## config.mk

```make
export PLATFORM = sky130hd
export DESIGN_NAME = fan_sensor_config_bank
export DESIGN_NICKNAME = d
export VERILOG_FILES = /design/src/fan_cfg_pkg.sv /design/src/fan_step_if.sv /design/src/fan_stepper.sv /design/src/fan_sensor_config_bank.sv
export SDC_FILE = /design/constraint.sdc
export NUM_CORES = 1
export LEC_CHECK = 0
export ABC_AREA = 1
export CORE_ASPECT_RATIO = 1.25
export CORE_MARGIN = 2
export CORE_UTILIZATION = 69
export CTS_CLUSTER_DIAMETER = 200
export DETAILED_ROUTE_END_ITERATION = 16
export DONT_BUFFER_PORTS = 1
export PLACE_DENSITY_LB_ADDON = 0.12
export REMOVE_ABC_BUFFERS = 1
export SETUP_SLACK_MARGIN = 0.4
export SLEW_MARGIN = 20
export SYNTH_ARGS = -nofsm -noshare
export SYNTH_HDL_FRONTEND = slang
export SYNTH_SLANG_ARGS = --single-unit
```

## constraint.sdc

```tcl
create_clock -name core_clk_in -period 5.34 [get_ports core_clk_in]
set_clock_uncertainty 0.05 [all_clocks]
set_input_delay 1.068 -clock core_clk_in [delete_from_list [all_inputs] [get_ports core_clk_in]]
set_output_delay 1.068 -clock core_clk_in [all_outputs]
set_load 0.01 [all_outputs]
```

## src/fan_cfg_pkg.sv

```systemverilog
// Package for the fan and sensor configuration bank.
// Assumes a single 40 MHz core clock and byte-wide register port.
package fan_cfg_pkg;
  // ----------------------------------------
  // Register offsets
  // ----------------------------------------
  localparam logic [7:0] battery_monitor_fan_sensor_ctrl_addr = 8'h5d;
  localparam logic [7:0] critical_temp_current_mode_enable_addr = 8'h5e;
  localparam logic [7:0] processor_fan_max_output_addr = 8'h67;
  localparam logic [7:0] processor_fan_output_step_addr = 8'h68;
  localparam logic [7:0] chassis_fan_critical_temp_addr = 8'h6b;
  localparam logic [7:0] processor_fan_critical_temp_addr = 8'h6c;
  localparam logic [7:0] fan_mode_ctrl_addr = 8'h70;
  localparam logic [7:0] fan_status_addr = 8'h71;
  // ----------------------------------------
  // Field positions
  // ----------------------------------------
  localparam int proc_div_high_bit_pos = 6;
  localparam int chas_div_high_bit_pos = 5;
  localparam int proc_type_pos = 2;
  localparam int chas_type_pos = 1;
  localparam int battery_enable_pos = 0;
  localparam int proc_crit_enable_pos = 5;
  localparam int chas_crit_enable_pos = 4;
  localparam int proc_current_mode_pos = 2;
  localparam int chas_current_mode_pos = 1;
  // Writable masks: reserved bits read zero
  localparam logic [7:0] ctrl_mask = 8'h67;
  localparam logic [7:0] crit_mask = 8'h36;
  localparam logic [7:0] mode_mask = 8'h03;
  // ----------------------------------------
  // Reset values and full drive level
  // ----------------------------------------
  localparam logic [7:0] ctrl_reset = 8'h04;
  localparam logic [7:0] crit_reset = 8'h04;
  localparam logic [7:0] max_output_reset = 8'hff;
  localparam logic [7:0] step_reset = 8'h01;
  localparam logic [7:0] crit_temp_reset = 8'hff;
  localparam logic [7:0] mode_reset = 8'h00;
  localparam logic [7:0] full_drive = 8'hff;
  // ----------------------------------------
  // Timing
  // ----------------------------------------
  localparam int clk_period_ns = 25;
  localparam int monitor_cycle_us = 100;
  localparam int monitor_cycle_cycles = (monitor_cycle_us * 1000) / clk_period_ns;
  // Sensing modes per temperature input
  typedef enum logic [1:0] {
    sense_thermistor = 2'h0,
    sense_diode = 2'h1,
    sense_current = 2'h2
  } sense_mode_t;
  // Fan control modes
  typedef enum logic [1:0] {
    fan_manual = 2'h0,
    fan_stepwise = 2'h1,
    fan_temp_target = 2'h2
  } fan_mode_t;
endpackage

```

## src/fan_step_if.sv

```systemverilog
// Interface between the bank and its stepwise fan stepper.
// Assumes both ends share core_clk_in.
`timescale 1ns/1ps
interface fan_step_if;
  logic adjust_up;
  logic adjust_down;
  logic [7:0] max_value;
  logic [7:0] step_value;
  logic [7:0] drive_value;
  modport bank(output adjust_up, output adjust_down, output max_value, output step_value,
    input drive_value);
  modport stepper(input adjust_up, input adjust_down, input max_value, input step_value,
    output drive_value);
endinterface

```

## src/fan_stepper.sv

```systemverilog
// Stepwise fan drive value generator.
// Assumes one-cycle adjust requests from the bank on the same clock.
`timescale 1ns/1ps
module fan_stepper
  import fan_cfg_pkg::*;
(
  // Clock and reset
  input wire logic core_clk_in,
  input wire logic nrst_in,
  // Bank side
  fan_step_if.stepper step
);
  logic [8:0] next_sum;
  always_comb begin
    next_sum = {1'b0, step.drive_value} + {1'b0, step.step_value};
  end
  // ----------------------------------------
  // Drive value
  // ----------------------------------------
  always_ff @(posedge core_clk_in or negedge nrst_in) begin
    if (!nrst_in) begin
      step.drive_value <= 8'h00;
    end else if (step.adjust_up) begin
      // Clamp at the maximum, never wrap
      if (next_sum > {1'b0, step.max_value}) begin
        step.drive_value <= step.max_value;
      end else begin
        step.drive_value <= next_sum[7:0];
      end
    end else if (step.adjust_down) begin
      // Floor at zero
      if (step.drive_value < step.step_value) begin
        step.drive_value <= 8'h00;
      end else begin
        step.drive_value <= step.drive_value - step.step_value;
      end
    end else if (step.drive_value > step.max_value) begin
      // Maximum lowered by software
      step.drive_value <= step.max_value;
    end
  end
endmodule

```

## src/fan_sensor_config_bank.sv

```systemverilog
// Fan and temperature-sensor configuration register bank.
// Assumes a byte register port on the 40 MHz core clock, temperature and step pins synchronised here.
`timescale 1ns/1ps
module fan_sensor_config_bank
  import fan_cfg_pkg::*;
#(
  parameter int monitor_cycles = monitor_cycle_cycles
)(
  // Clock and reset
  input wire logic core_clk_in,
  input wire logic nrst_in,
  // Register port
  input wire logic [7:0] addr_in,
  input wire logic [7:0] wdata_in,
  input wire logic wr_in,
  input wire logic rd_in,
  output logic [7:0] rdata_out,
  // Fan speed divisor low bits and resulting divisor
  input wire logic [1:0] proc_div_low_in,
  input wire logic [1:0] chas_div_low_in,
  output logic [7:0] proc_fan_divisor_out,
  output logic [7:0] chas_fan_divisor_out,
  // Sensing mode selects
  output logic [1:0] proc_sense_mode_out,
  output logic [1:0] chas_sense_mode_out,
  // Battery monitor
  output logic battery_monitor_enable_out,
  output logic battery_reading_update_out,
  // Temperatures and fan control
  input wire logic [7:0] proc_temp_in,
  input wire logic [7:0] chas_temp_in,
  input wire logic proc_step_up_in,
  input wire logic proc_step_down_in,
  input wire logic [7:0] proc_target_drive_in,
  input wire logic [7:0] chas_target_drive_in,
  output logic [7:0] processor_fan_drive_output,
  output logic [7:0] chassis_fan_drive_output
);
  // ----------------------------------------
  // Registers
  // ----------------------------------------
  logic [7:0] battery_monitor_fan_sensor_ctrl;
  logic [7:0] critical_temp_current_mode_enable;
  logic [7:0] processor_fan_max_output;
  logic [7:0] processor_fan_output_step;
  logic [7:0] chassis_fan_critical_temp;
  logic [7:0] processor_fan_critical_temp;
  logic [7:0] fan_mode_ctrl;
  logic [7:0] next_rdata;
  fan_mode_t fan_mode;
  fan_step_if step_link();

  // Temperature and step pins pass two flops before use
  logic [7:0] proc_temp_meta, proc_temp_sync;
  logic [7:0] chas_temp_meta, chas_temp_sync;
  logic [1:0] step_meta, step_sync, step_prev;

  function automatic logic [7:0] divisor_of(input logic [2:0] code);
    divisor_of = 8'h01 << code;
  endfunction

  function automatic logic [1:0] sense_of(input logic current_bit, input logic type_bit);
    if (current_bit) begin
      sense_of = sense_current;
    end else if (type_bit) begin
      sense_of = sense_diode;
    end else begin
      sense_of = sense_thermistor;
    end
  endfunction

  // ----------------------------------------
  // Register writes
  // ----------------------------------------
  function automatic logic write_hit(input logic strobe, input logic [7:0] addr,
    input logic [7:0] offset);
    write_hit = strobe && (addr == offset);
  endfunction

  always_ff @(posedge core_clk_in or negedge nrst_in) begin
    if (!nrst_in) begin
      battery_monitor_fan_sensor_ctrl <= ctrl_reset;
    end else if (write_hit(wr_in, addr_in, battery_monitor_fan_sensor_ctrl_addr)) begin
      battery_monitor_fan_sensor_ctrl <= wdata_in & ctrl_mask;
    end
  end

  always_ff @(posedge core_clk_in or negedge nrst_in) begin
    if (!nrst_in) begin
      critical_temp_current_mode_enable <= crit_reset;
    end else if (write_hit(wr_in, addr_in, critical_temp_current_mode_enable_addr)) begin
      critical_temp_current_mode_enable <= wdata_in & crit_mask;
    end
  end

  always_ff @(posedge core_clk_in or negedge nrst_in) begin
    if (!nrst_in) begin
      processor_fan_max_output <= max_output_reset;
    end else if (write_hit(wr_in, addr_in, processor_fan_max_output_addr)) begin
      // Zero or below-stop values are software's to avoid
      processor_fan_max_output <= wdata_in;
    end
  end

  always_ff @(posedge core_clk_in or negedge nrst_in) begin
    if (!nrst_in) begin
      processor_fan_output_step <= step_reset;
    end else if (write_hit(wr_in, addr_in, processor_fan_output_step_addr)) begin
      processor_fan_output_step <= wdata_in;
    end
  end

  always_ff @(posedge core_clk_in or negedge nrst_in) begin
    if (!nrst_in) begin
      chassis_fan_critical_temp <= crit_temp_reset;
    end else if (write_hit(wr_in, addr_in, chassis_fan_critical_temp_addr)) begin
      chassis_fan_critical_temp <= wdata_in;
    end
  end

  always_ff @(posedge core_clk_in or negedge nrst_in) begin
    if (!nrst_in) begin
      processor_fan_critical_temp <= crit_temp_reset;
    end else if (write_hit(wr_in, addr_in, processor_fan_critical_temp_addr)) begin
      processor_fan_critical_temp <= wdata_in;
    end
  end

  always_ff @(posedge core_clk_in or negedge nrst_in) begin
    if (!nrst_in) begin
      fan_mode_ctrl <= mode_reset;
    end else if (write_hit(wr_in, addr_in, fan_mode_ctrl_addr)) begin
      fan_mode_ctrl <= wdata_in & mode_mask;
    end
  end

  // ----------------------------------------
  // Register reads
  // ----------------------------------------
  always_comb begin
    case (addr_in)
      battery_monitor_fan_sensor_ctrl_addr: next_rdata = battery_monitor_fan_sensor_ctrl;
      critical_temp_current_mode_enable_addr: next_rdata = critical_temp_current_mode_enable;
      processor_fan_max_output_addr: next_rdata = processor_fan_max_output;
      processor_fan_output_step_addr: next_rdata = processor_fan_output_step;
      chassis_fan_critical_temp_addr: next_rdata = chassis_fan_critical_temp;
      processor_fan_critical_temp_addr: next_rdata = processor_fan_critical_temp;
      fan_mode_ctrl_addr: next_rdata = fan_mode_ctrl;
      fan_status_addr: next_rdata = step_link.drive_value;
      default: next_rdata = 8'h00;
    endcase
  end

  // Read data stands only in the cycle after the strobe
  always_ff @(posedge core_clk_in or negedge nrst_in) begin
    if (!nrst_in) begin
      rdata_out <= 8'h00;
    end else if (rd_in) begin
      rdata_out <= next_rdata;
    end else begin
      rdata_out <= 8'h00;
    end
  end

  // ----------------------------------------
  // Synchronisers
  // ----------------------------------------
  always_ff @(posedge core_clk_in or negedge nrst_in) begin
    if (!nrst_in) begin
      proc_temp_meta <= 8'h00;
      proc_temp_sync <= 8'h00;
      chas_temp_meta <= 8'h00;
      chas_temp_sync <= 8'h00;
      step_meta <= 2'h0;
      step_sync <= 2'h0;
      step_prev <= 2'h0;
    end else begin
      proc_temp_meta <= proc_temp_in;
      proc_temp_sync <= proc_temp_meta;
      chas_temp_meta <= chas_temp_in;
      chas_temp_sync <= chas_temp_meta;
      step_meta <= {proc_step_up_in, proc_step_down_in};
      step_sync <= step_meta;
      step_prev <= step_sync;
    end
  end

  // ----------------------------------------
  // Temperature words
  // ----------------------------------------
  // Word taken only when two samples agree, so a skewed change never compares
  logic [7:0] proc_temp_prev, proc_temp_used;
  logic [7:0] chas_temp_prev, chas_temp_used;
  always_ff @(posedge core_clk_in or negedge nrst_in) begin
    if (!nrst_in) begin
      proc_temp_prev <= 8'h00;
      proc_temp_used <= 8'h00;
      chas_temp_prev <= 8'h00;
      chas_temp_used <= 8'h00;
    end else begin
      proc_temp_prev <= proc_temp_sync;
      chas_temp_prev <= chas_temp_sync;
      if (proc_temp_sync == proc_temp_prev) begin
        proc_temp_used <= proc_temp_sync;
      end
      if (chas_temp_sync == chas_temp_prev) begin
        chas_temp_used <= chas_temp_sync;
      end
    end
  end

  // ----------------------------------------
  // Divisors and sensing modes
  // ----------------------------------------
  always_ff @(posedge core_clk_in or negedge nrst_in) begin
    if (!nrst_in) begin
      proc_fan_divisor_out <= 8'h01;
      chas_fan_divisor_out <= 8'h01;
      proc_sense_mode_out <= 2'h0;
      chas_sense_mode_out <= 2'h0;
    end else begin
      proc_fan_divisor_out <= divisor_of({battery_monitor_fan_sensor_ctrl[proc_div_high_bit_pos],
        proc_div_low_in});
      chas_fan_divisor_out <= divisor_of({battery_monitor_fan_sensor_ctrl[chas_div_high_bit_pos],
        chas_div_low_in});
      // Current mode outranks the type bit
      proc_sense_mode_out <= sense_of(critical_temp_current_mode_enable[proc_current_mode_pos],
        battery_monitor_fan_sensor_ctrl[proc_type_pos]);
      chas_sense_mode_out <= sense_of(critical_temp_current_mode_enable[chas_current_mode_pos],
        battery_monitor_fan_sensor_ctrl[chas_type_pos]);
    end
  end

  // ----------------------------------------
  // Battery monitor
  // ----------------------------------------
  logic [31:0] monitor_count;
  logic battery_en_prev;
  always_ff @(posedge core_clk_in or negedge nrst_in) begin
    if (!nrst_in) begin
      battery_monitor_enable_out <= 1'b0;
    end else begin
      battery_monitor_enable_out <= battery_monitor_fan_sensor_ctrl[battery_enable_pos];
    end
  end

  always_ff @(posedge core_clk_in or negedge nrst_in) begin
    if (!nrst_in) begin
      monitor_count <= 32'h0;
      battery_en_prev <= 1'b0;
      battery_reading_update_out <= 1'b0;
    end else begin
      battery_en_prev <= battery_monitor_fan_sensor_ctrl[battery_enable_pos];
      battery_reading_update_out <= 1'b0;
      if (!battery_monitor_fan_sensor_ctrl[battery_enable_pos]) begin
        monitor_count <= 32'h0;
      end else if (!battery_en_prev) begin
        // Rising enable restarts a full cycle, so no stale reading posts
        monitor_count <= 32'h0;
      end else if (monitor_count == 32'(monitor_cycles - 1)) begin
        monitor_count <= 32'h0;
        battery_reading_update_out <= 1'b1;
      end else begin
        monitor_count <= monitor_count + 32'h1;
      end
    end
  end

  // ----------------------------------------
  // Stepwise mode
  // ----------------------------------------
  always_comb begin
    fan_mode = fan_mode_t'(fan_mode_ctrl[1:0]);
    // Edge of a held request counts once, so one step per adjustment
    step_link.adjust_up = (fan_mode == fan_stepwise) && step_sync[1] && !step_prev[1];
    step_link.adjust_down = (fan_mode == fan_stepwise) && step_sync[0] && !step_prev[0]
      && !step_sync[1];
    step_link.max_value = processor_fan_max_output;
    step_link.step_value = processor_fan_output_step;
  end

  fan_stepper stepper_inst (
    .core_clk_in(core_clk_in),
    .nrst_in(nrst_in),
    .step(step_link.stepper)
  );

  // ----------------------------------------
  // Fan outputs
  // ----------------------------------------
  logic proc_crit_hit;
  logic chas_crit_hit;
  always_comb begin
    proc_crit_hit = critical_temp_current_mode_enable[proc_crit_enable_pos]
      && (proc_temp_used > processor_fan_critical_temp);
    chas_crit_hit = critical_temp_current_mode_enable[chas_crit_enable_pos]
      && (chas_temp_used > chassis_fan_critical_temp);
  end

  always_ff @(posedge core_clk_in or negedge nrst_in) begin
    if (!nrst_in) begin
      processor_fan_drive_output <= 8'h00;
    end else begin
      case (fan_mode)
        fan_stepwise: begin
          processor_fan_drive_output <= step_link.drive_value;
        end
        fan_temp_target: begin
          // Full drive overrides, else back to normal value
          processor_fan_drive_output <= proc_crit_hit ? full_drive : proc_target_drive_in;
        end
        default: begin
          processor_fan_drive_output <= proc_target_drive_in;
        end
      endcase
    end
  end

  always_ff @(posedge core_clk_in or negedge nrst_in) begin
    if (!nrst_in) begin
      chassis_fan_drive_output <= 8'h00;
    end else begin
      case (fan_mode)
        fan_temp_target: begin
          // Full drive overrides, else back to normal value
          chassis_fan_drive_output <= chas_crit_hit ? full_drive : chas_target_drive_in;
        end
        default: begin
          chassis_fan_drive_output <= chas_target_drive_in;
        end
      endcase
    end
  end
endmodule

```

==> metrics.md <==
| Metric | Value |
|---|---|
| Sequential-to-total area share from yosys stat | 52.1% |
| Final setup TNS | 0 ns |
| Worst Setup EP | stepper_inst.step.drive_value[6] |
| Most frequently used flop master after synthesis | dfrtp_1 |
| Root buf cell | clkbuf_16 |
| Max reg flops | 32 |
| Buffers added on ports | 0 |
| CTS Hold Bufs | 0 |
| Initial antenna violation count | 0 |
| Area Overhead vs Synth | 7.86% |
| # H-tree levels | 4 |
| Initial DRC count | 563 |
| Max Cap Viol | 0 |
| Fin. max-slew vios | 0 |
| DR vias/cell | 5.90 |
| Synthesized area per cell | 9.26 sq um |
| Routed WL | 21400 um |
| RSZ-0062 raised after global routing | no |
| Share of cells above drive strength 1 | 10.3% |
| Crit-path max FO | 10 |
| Stages on the worst setup path | 22 |
| Top delay family on crit path | simple AND/OR/NAND/NOR gates |
| Via count | 7278 |
| Worst Setup SP | stepper_inst.step.drive_value[2] |
| Die W | 110 um |
| Length of the first detailed-routing pass in iterations | 6 |
| DR WL/cell | 17.3 um |
| Post-CTS setup buffers | 0 |
| Clock Latency Late Sink | 0.44 ns |
| Max incr delay on CP | 0.47 ns |
| Most common cell after layout, fill and taps aside | nand2_1 |
| Hold WC Path Type | primary input to asynchronous set/reset pin |
| GP Congestion | 0.927 |
| CTS tree | built |
| Largest Register | monitor_count |
| CTS resizes | 0 |
| Final ANT Viol Nets | 0 |
| Syn. warnings | 0 |
| Critical Path RT | 5.67 ns |
| Slack of the critical path | 2.20 ns |
| Cell count after synthesis | 1040 |
| Max VDD drop | 0.000321 V |
| Most common cell on crit path | nand2_1 |
| Pre-CTS setup slack | 2.25 ns |
| Post-synth EDFFs | 0 |
| Die height | 136 um |
| Fillers | 962 |
| Synth Cell Area | 9630 sq um |
| Largest net degree at the start of global routing | 200 |
| Io pins | 104 |
| Tightest Pin Transition | 0.777 ns |
| RR Startpoint | stepper_inst.step.drive_value[2] |
| Gr ovfl total | 0 |
| Post-route DRC | 0 |
| Starting Density | 70.0% |
| CP Launch Type | flip-flop |
| CP endpoint kind | flip-flop |
| Cell row count | 48 |
| CP max-delay cell | dfrtp_1 |
| CP Data Arrival Time | 3.47 ns |
| R2r worst-path depth | 22 |
| Register-to-register setup slack | 2.20 ns |
| Most frequent cells in the layout | nand2_1, dfrtp_1, inv_1 |
| Vias in the first global route | 6985 |
| Final Hold Viols | 0 |
| Worst path bufs/invs | 2 |
| Global Route Usage Sum | 29.9% |
| Final Setup Violations | 0 |
| Post-synthesis cell type count | 47 |
| Reg2reg end | stepper_inst.step.drive_value[6] |
| Crit path kind | flip-flop to flip-flop |
| TritonCTS sink count | 199 |
| ANT cells | 0 |
| Nets | 1157 |
| Crit share post-route | 58.8% |
| Max_slew headroom | 48.1% |
| Pwr/cell area | 382 nW/um^2 |
| Core area | 13800 sq um |
| CP cell instances | ha_1 > nor2_1 > nand2_1 > nand2_1 > a21oi_1 > or2_2 > nand2_1 > inv_1 > ha_1 > nand2_1 > inv_1 > nand2_1 > nand2_1 > nand2_1 > nand2_1 > nand2_1 > nand2_4 > nand2_1 > nand3_1 > nand2_1 > nand2_1 > nand2_1 |
| TritonCTS buffer count | 17 |
| Post-DP HPWL | 15400 um |
| Synth async-reset ratio | 100% |
| Post-synthesis register bit count | 199 |
| P_leak | 5.11 nW |
| Final min period | 3.14 ns |
| Clock transition at path regs | 0.08 ns |
| Run status | finished, final reports clean |
| Die Area | 14900 sq um |
| Max Buffers Root-to-Sink | 2 |
| Fmax | 319 MHz |
| First-pass GRT wire length | 34000 um |
metrics by stage:
stage / hold slack [ns] / total power [mW] / instances / utilization [%] / cell area [sq um]
floorplan: 0.281 / 2.44 / 1027 / - / 9560
global placement: 0.282 / 2.66 / 1202 / 71.1 / 9780
detailed placement: 0.285 / 2.69 / 1202 / 71.1 / 9780
CTS: 0.263 / 3.97 / 1234 / 75.5 / 10400
global route: 0.248 / 4.18 / 1234 / 75.5 / 10400
finish: 0.271 / 3.97 / 1234 / 75.5 / 10400
routing by layer:
layer / track usage [%] / wire, um / vias to the layer above
met5: 0 / 0 / -
met4: 13.9 / 717 / 0
met3: 6.14 / 1260 / 60
met2: 50.2 / 10900 / 263
met1: 37.0 / 8460 / 3505
li1: - / - / 3450
cell type report:
cell class,count,area [sq um],share of cell area [%]
Multi-Input combinational cell,684,4000,38.6
Tap cell,175,219,2.11
Clock buffer,18,429,4.13
Sequential cell,199,5020,48.3
Inverter,144,541,5.21
Clock inverter,14,175,1.69
worst register-to-register path, stage by stage, from the launching register on:
cell	delay, ns
dfrtp_1	0.47
ha_1	0.43
nor2_1	0.14
nand2_1	0.06
nand2_1	0.13
a21oi_1	0.10
or2_2	0.27
nand2_1	0.09
inv_1	0.06
ha_1	0.26
nand2_1	0.06
inv_1	0.04
nand2_1	0.06
nand2_1	0.05
nand2_1	0.05
nand2_1	0.05
nand2_1	0.22
nand2_4	0.14
nand2_1	0.09
nand3_1	0.06
nand2_1	0.09
nand2_1	0.05
nand2_1	0.05
power breakdown:
group | internal (mW) | switching [mW] | total, mW
combinational | 0.319 | 0.552 | 0.871
sequential | 1.65 | 0.164 | 1.81
clock | 0.638 | 0.644 | 1.28
total | 2.61 | 1.36 | 3.97
cells by family (layout without fill, tap and decap cells):
group	Yosys count	count (layout)	synth area share, %
AO/OA/AOI/OAI	151	151	8.86
adder cells (fa/ha/maj)	53	53	7.04
AND/OR/NAND/NOR	430	430	20.8
XOR/XNOR	36	36	3.28
buffers and inverters	157	176	6.30
multiplexers	14	14	1.64
flip-flops	199	199	52.1
synth_stat cells (4+ instances only):
| library cell | number | share of area [%] |
|---|---|---|
| nand2_1 | 207 | 8.1 |
| buf_2 | 5 | 0.26 |
| nor4_1 | 15 | 0.97 |
| a22oi_1 | 8 | 0.62 |
| xnor2_1 | 5 | 0.45 |
| nor2_1 | 77 | 3.0 |
| o211ai_1 | 5 | 0.39 |
| o22ai_1 | 20 | 1.3 |
| xor2_1 | 31 | 2.8 |
| ha_1 | 51 | 6.6 |
| a211oi_1 | 5 | 0.39 |
| o21ai_1 | 4 | 0.21 |
| dfstp_2 | 29 | 7.9 |
| mux2_2 | 14 | 1.6 |
| inv_2 | 4 | 0.16 |
| clkbuf_1 | 5 | 0.19 |
| o21ai_0 | 56 | 2.9 |
| nand4_1 | 18 | 1.2 |
| nor3_1 | 41 | 2.1 |
| a21oi_1 | 45 | 2.3 |
| inv_1 | 140 | 5.5 |
| nor2_2 | 4 | 0.26 |
| dfrtp_1 | 170 | 44 |
| nand3_1 | 41 | 2.1 |
| nor2_4 | 4 | 0.47 |
| nand2_2 | 4 | 0.26 |
worst min path at each step:
stage               slack [ns]               from           endpoint  cells after the start
floorplan                 0.28  chas_temp_meta[0]  chas_temp_sync[0]                      0
global placement          0.28  chas_temp_meta[5]  chas_temp_sync[5]                      0
detailed placement        0.28  proc_temp_meta[2]  proc_temp_sync[2]                      0
CTS                       0.26            nrst_in       step_sync[1]                      0
global route              0.25            nrst_in       step_meta[1]                      0
finish                    0.27            nrst_in       step_sync[0]                      0
Note: power is estimated with default switching activity, not from simulation.
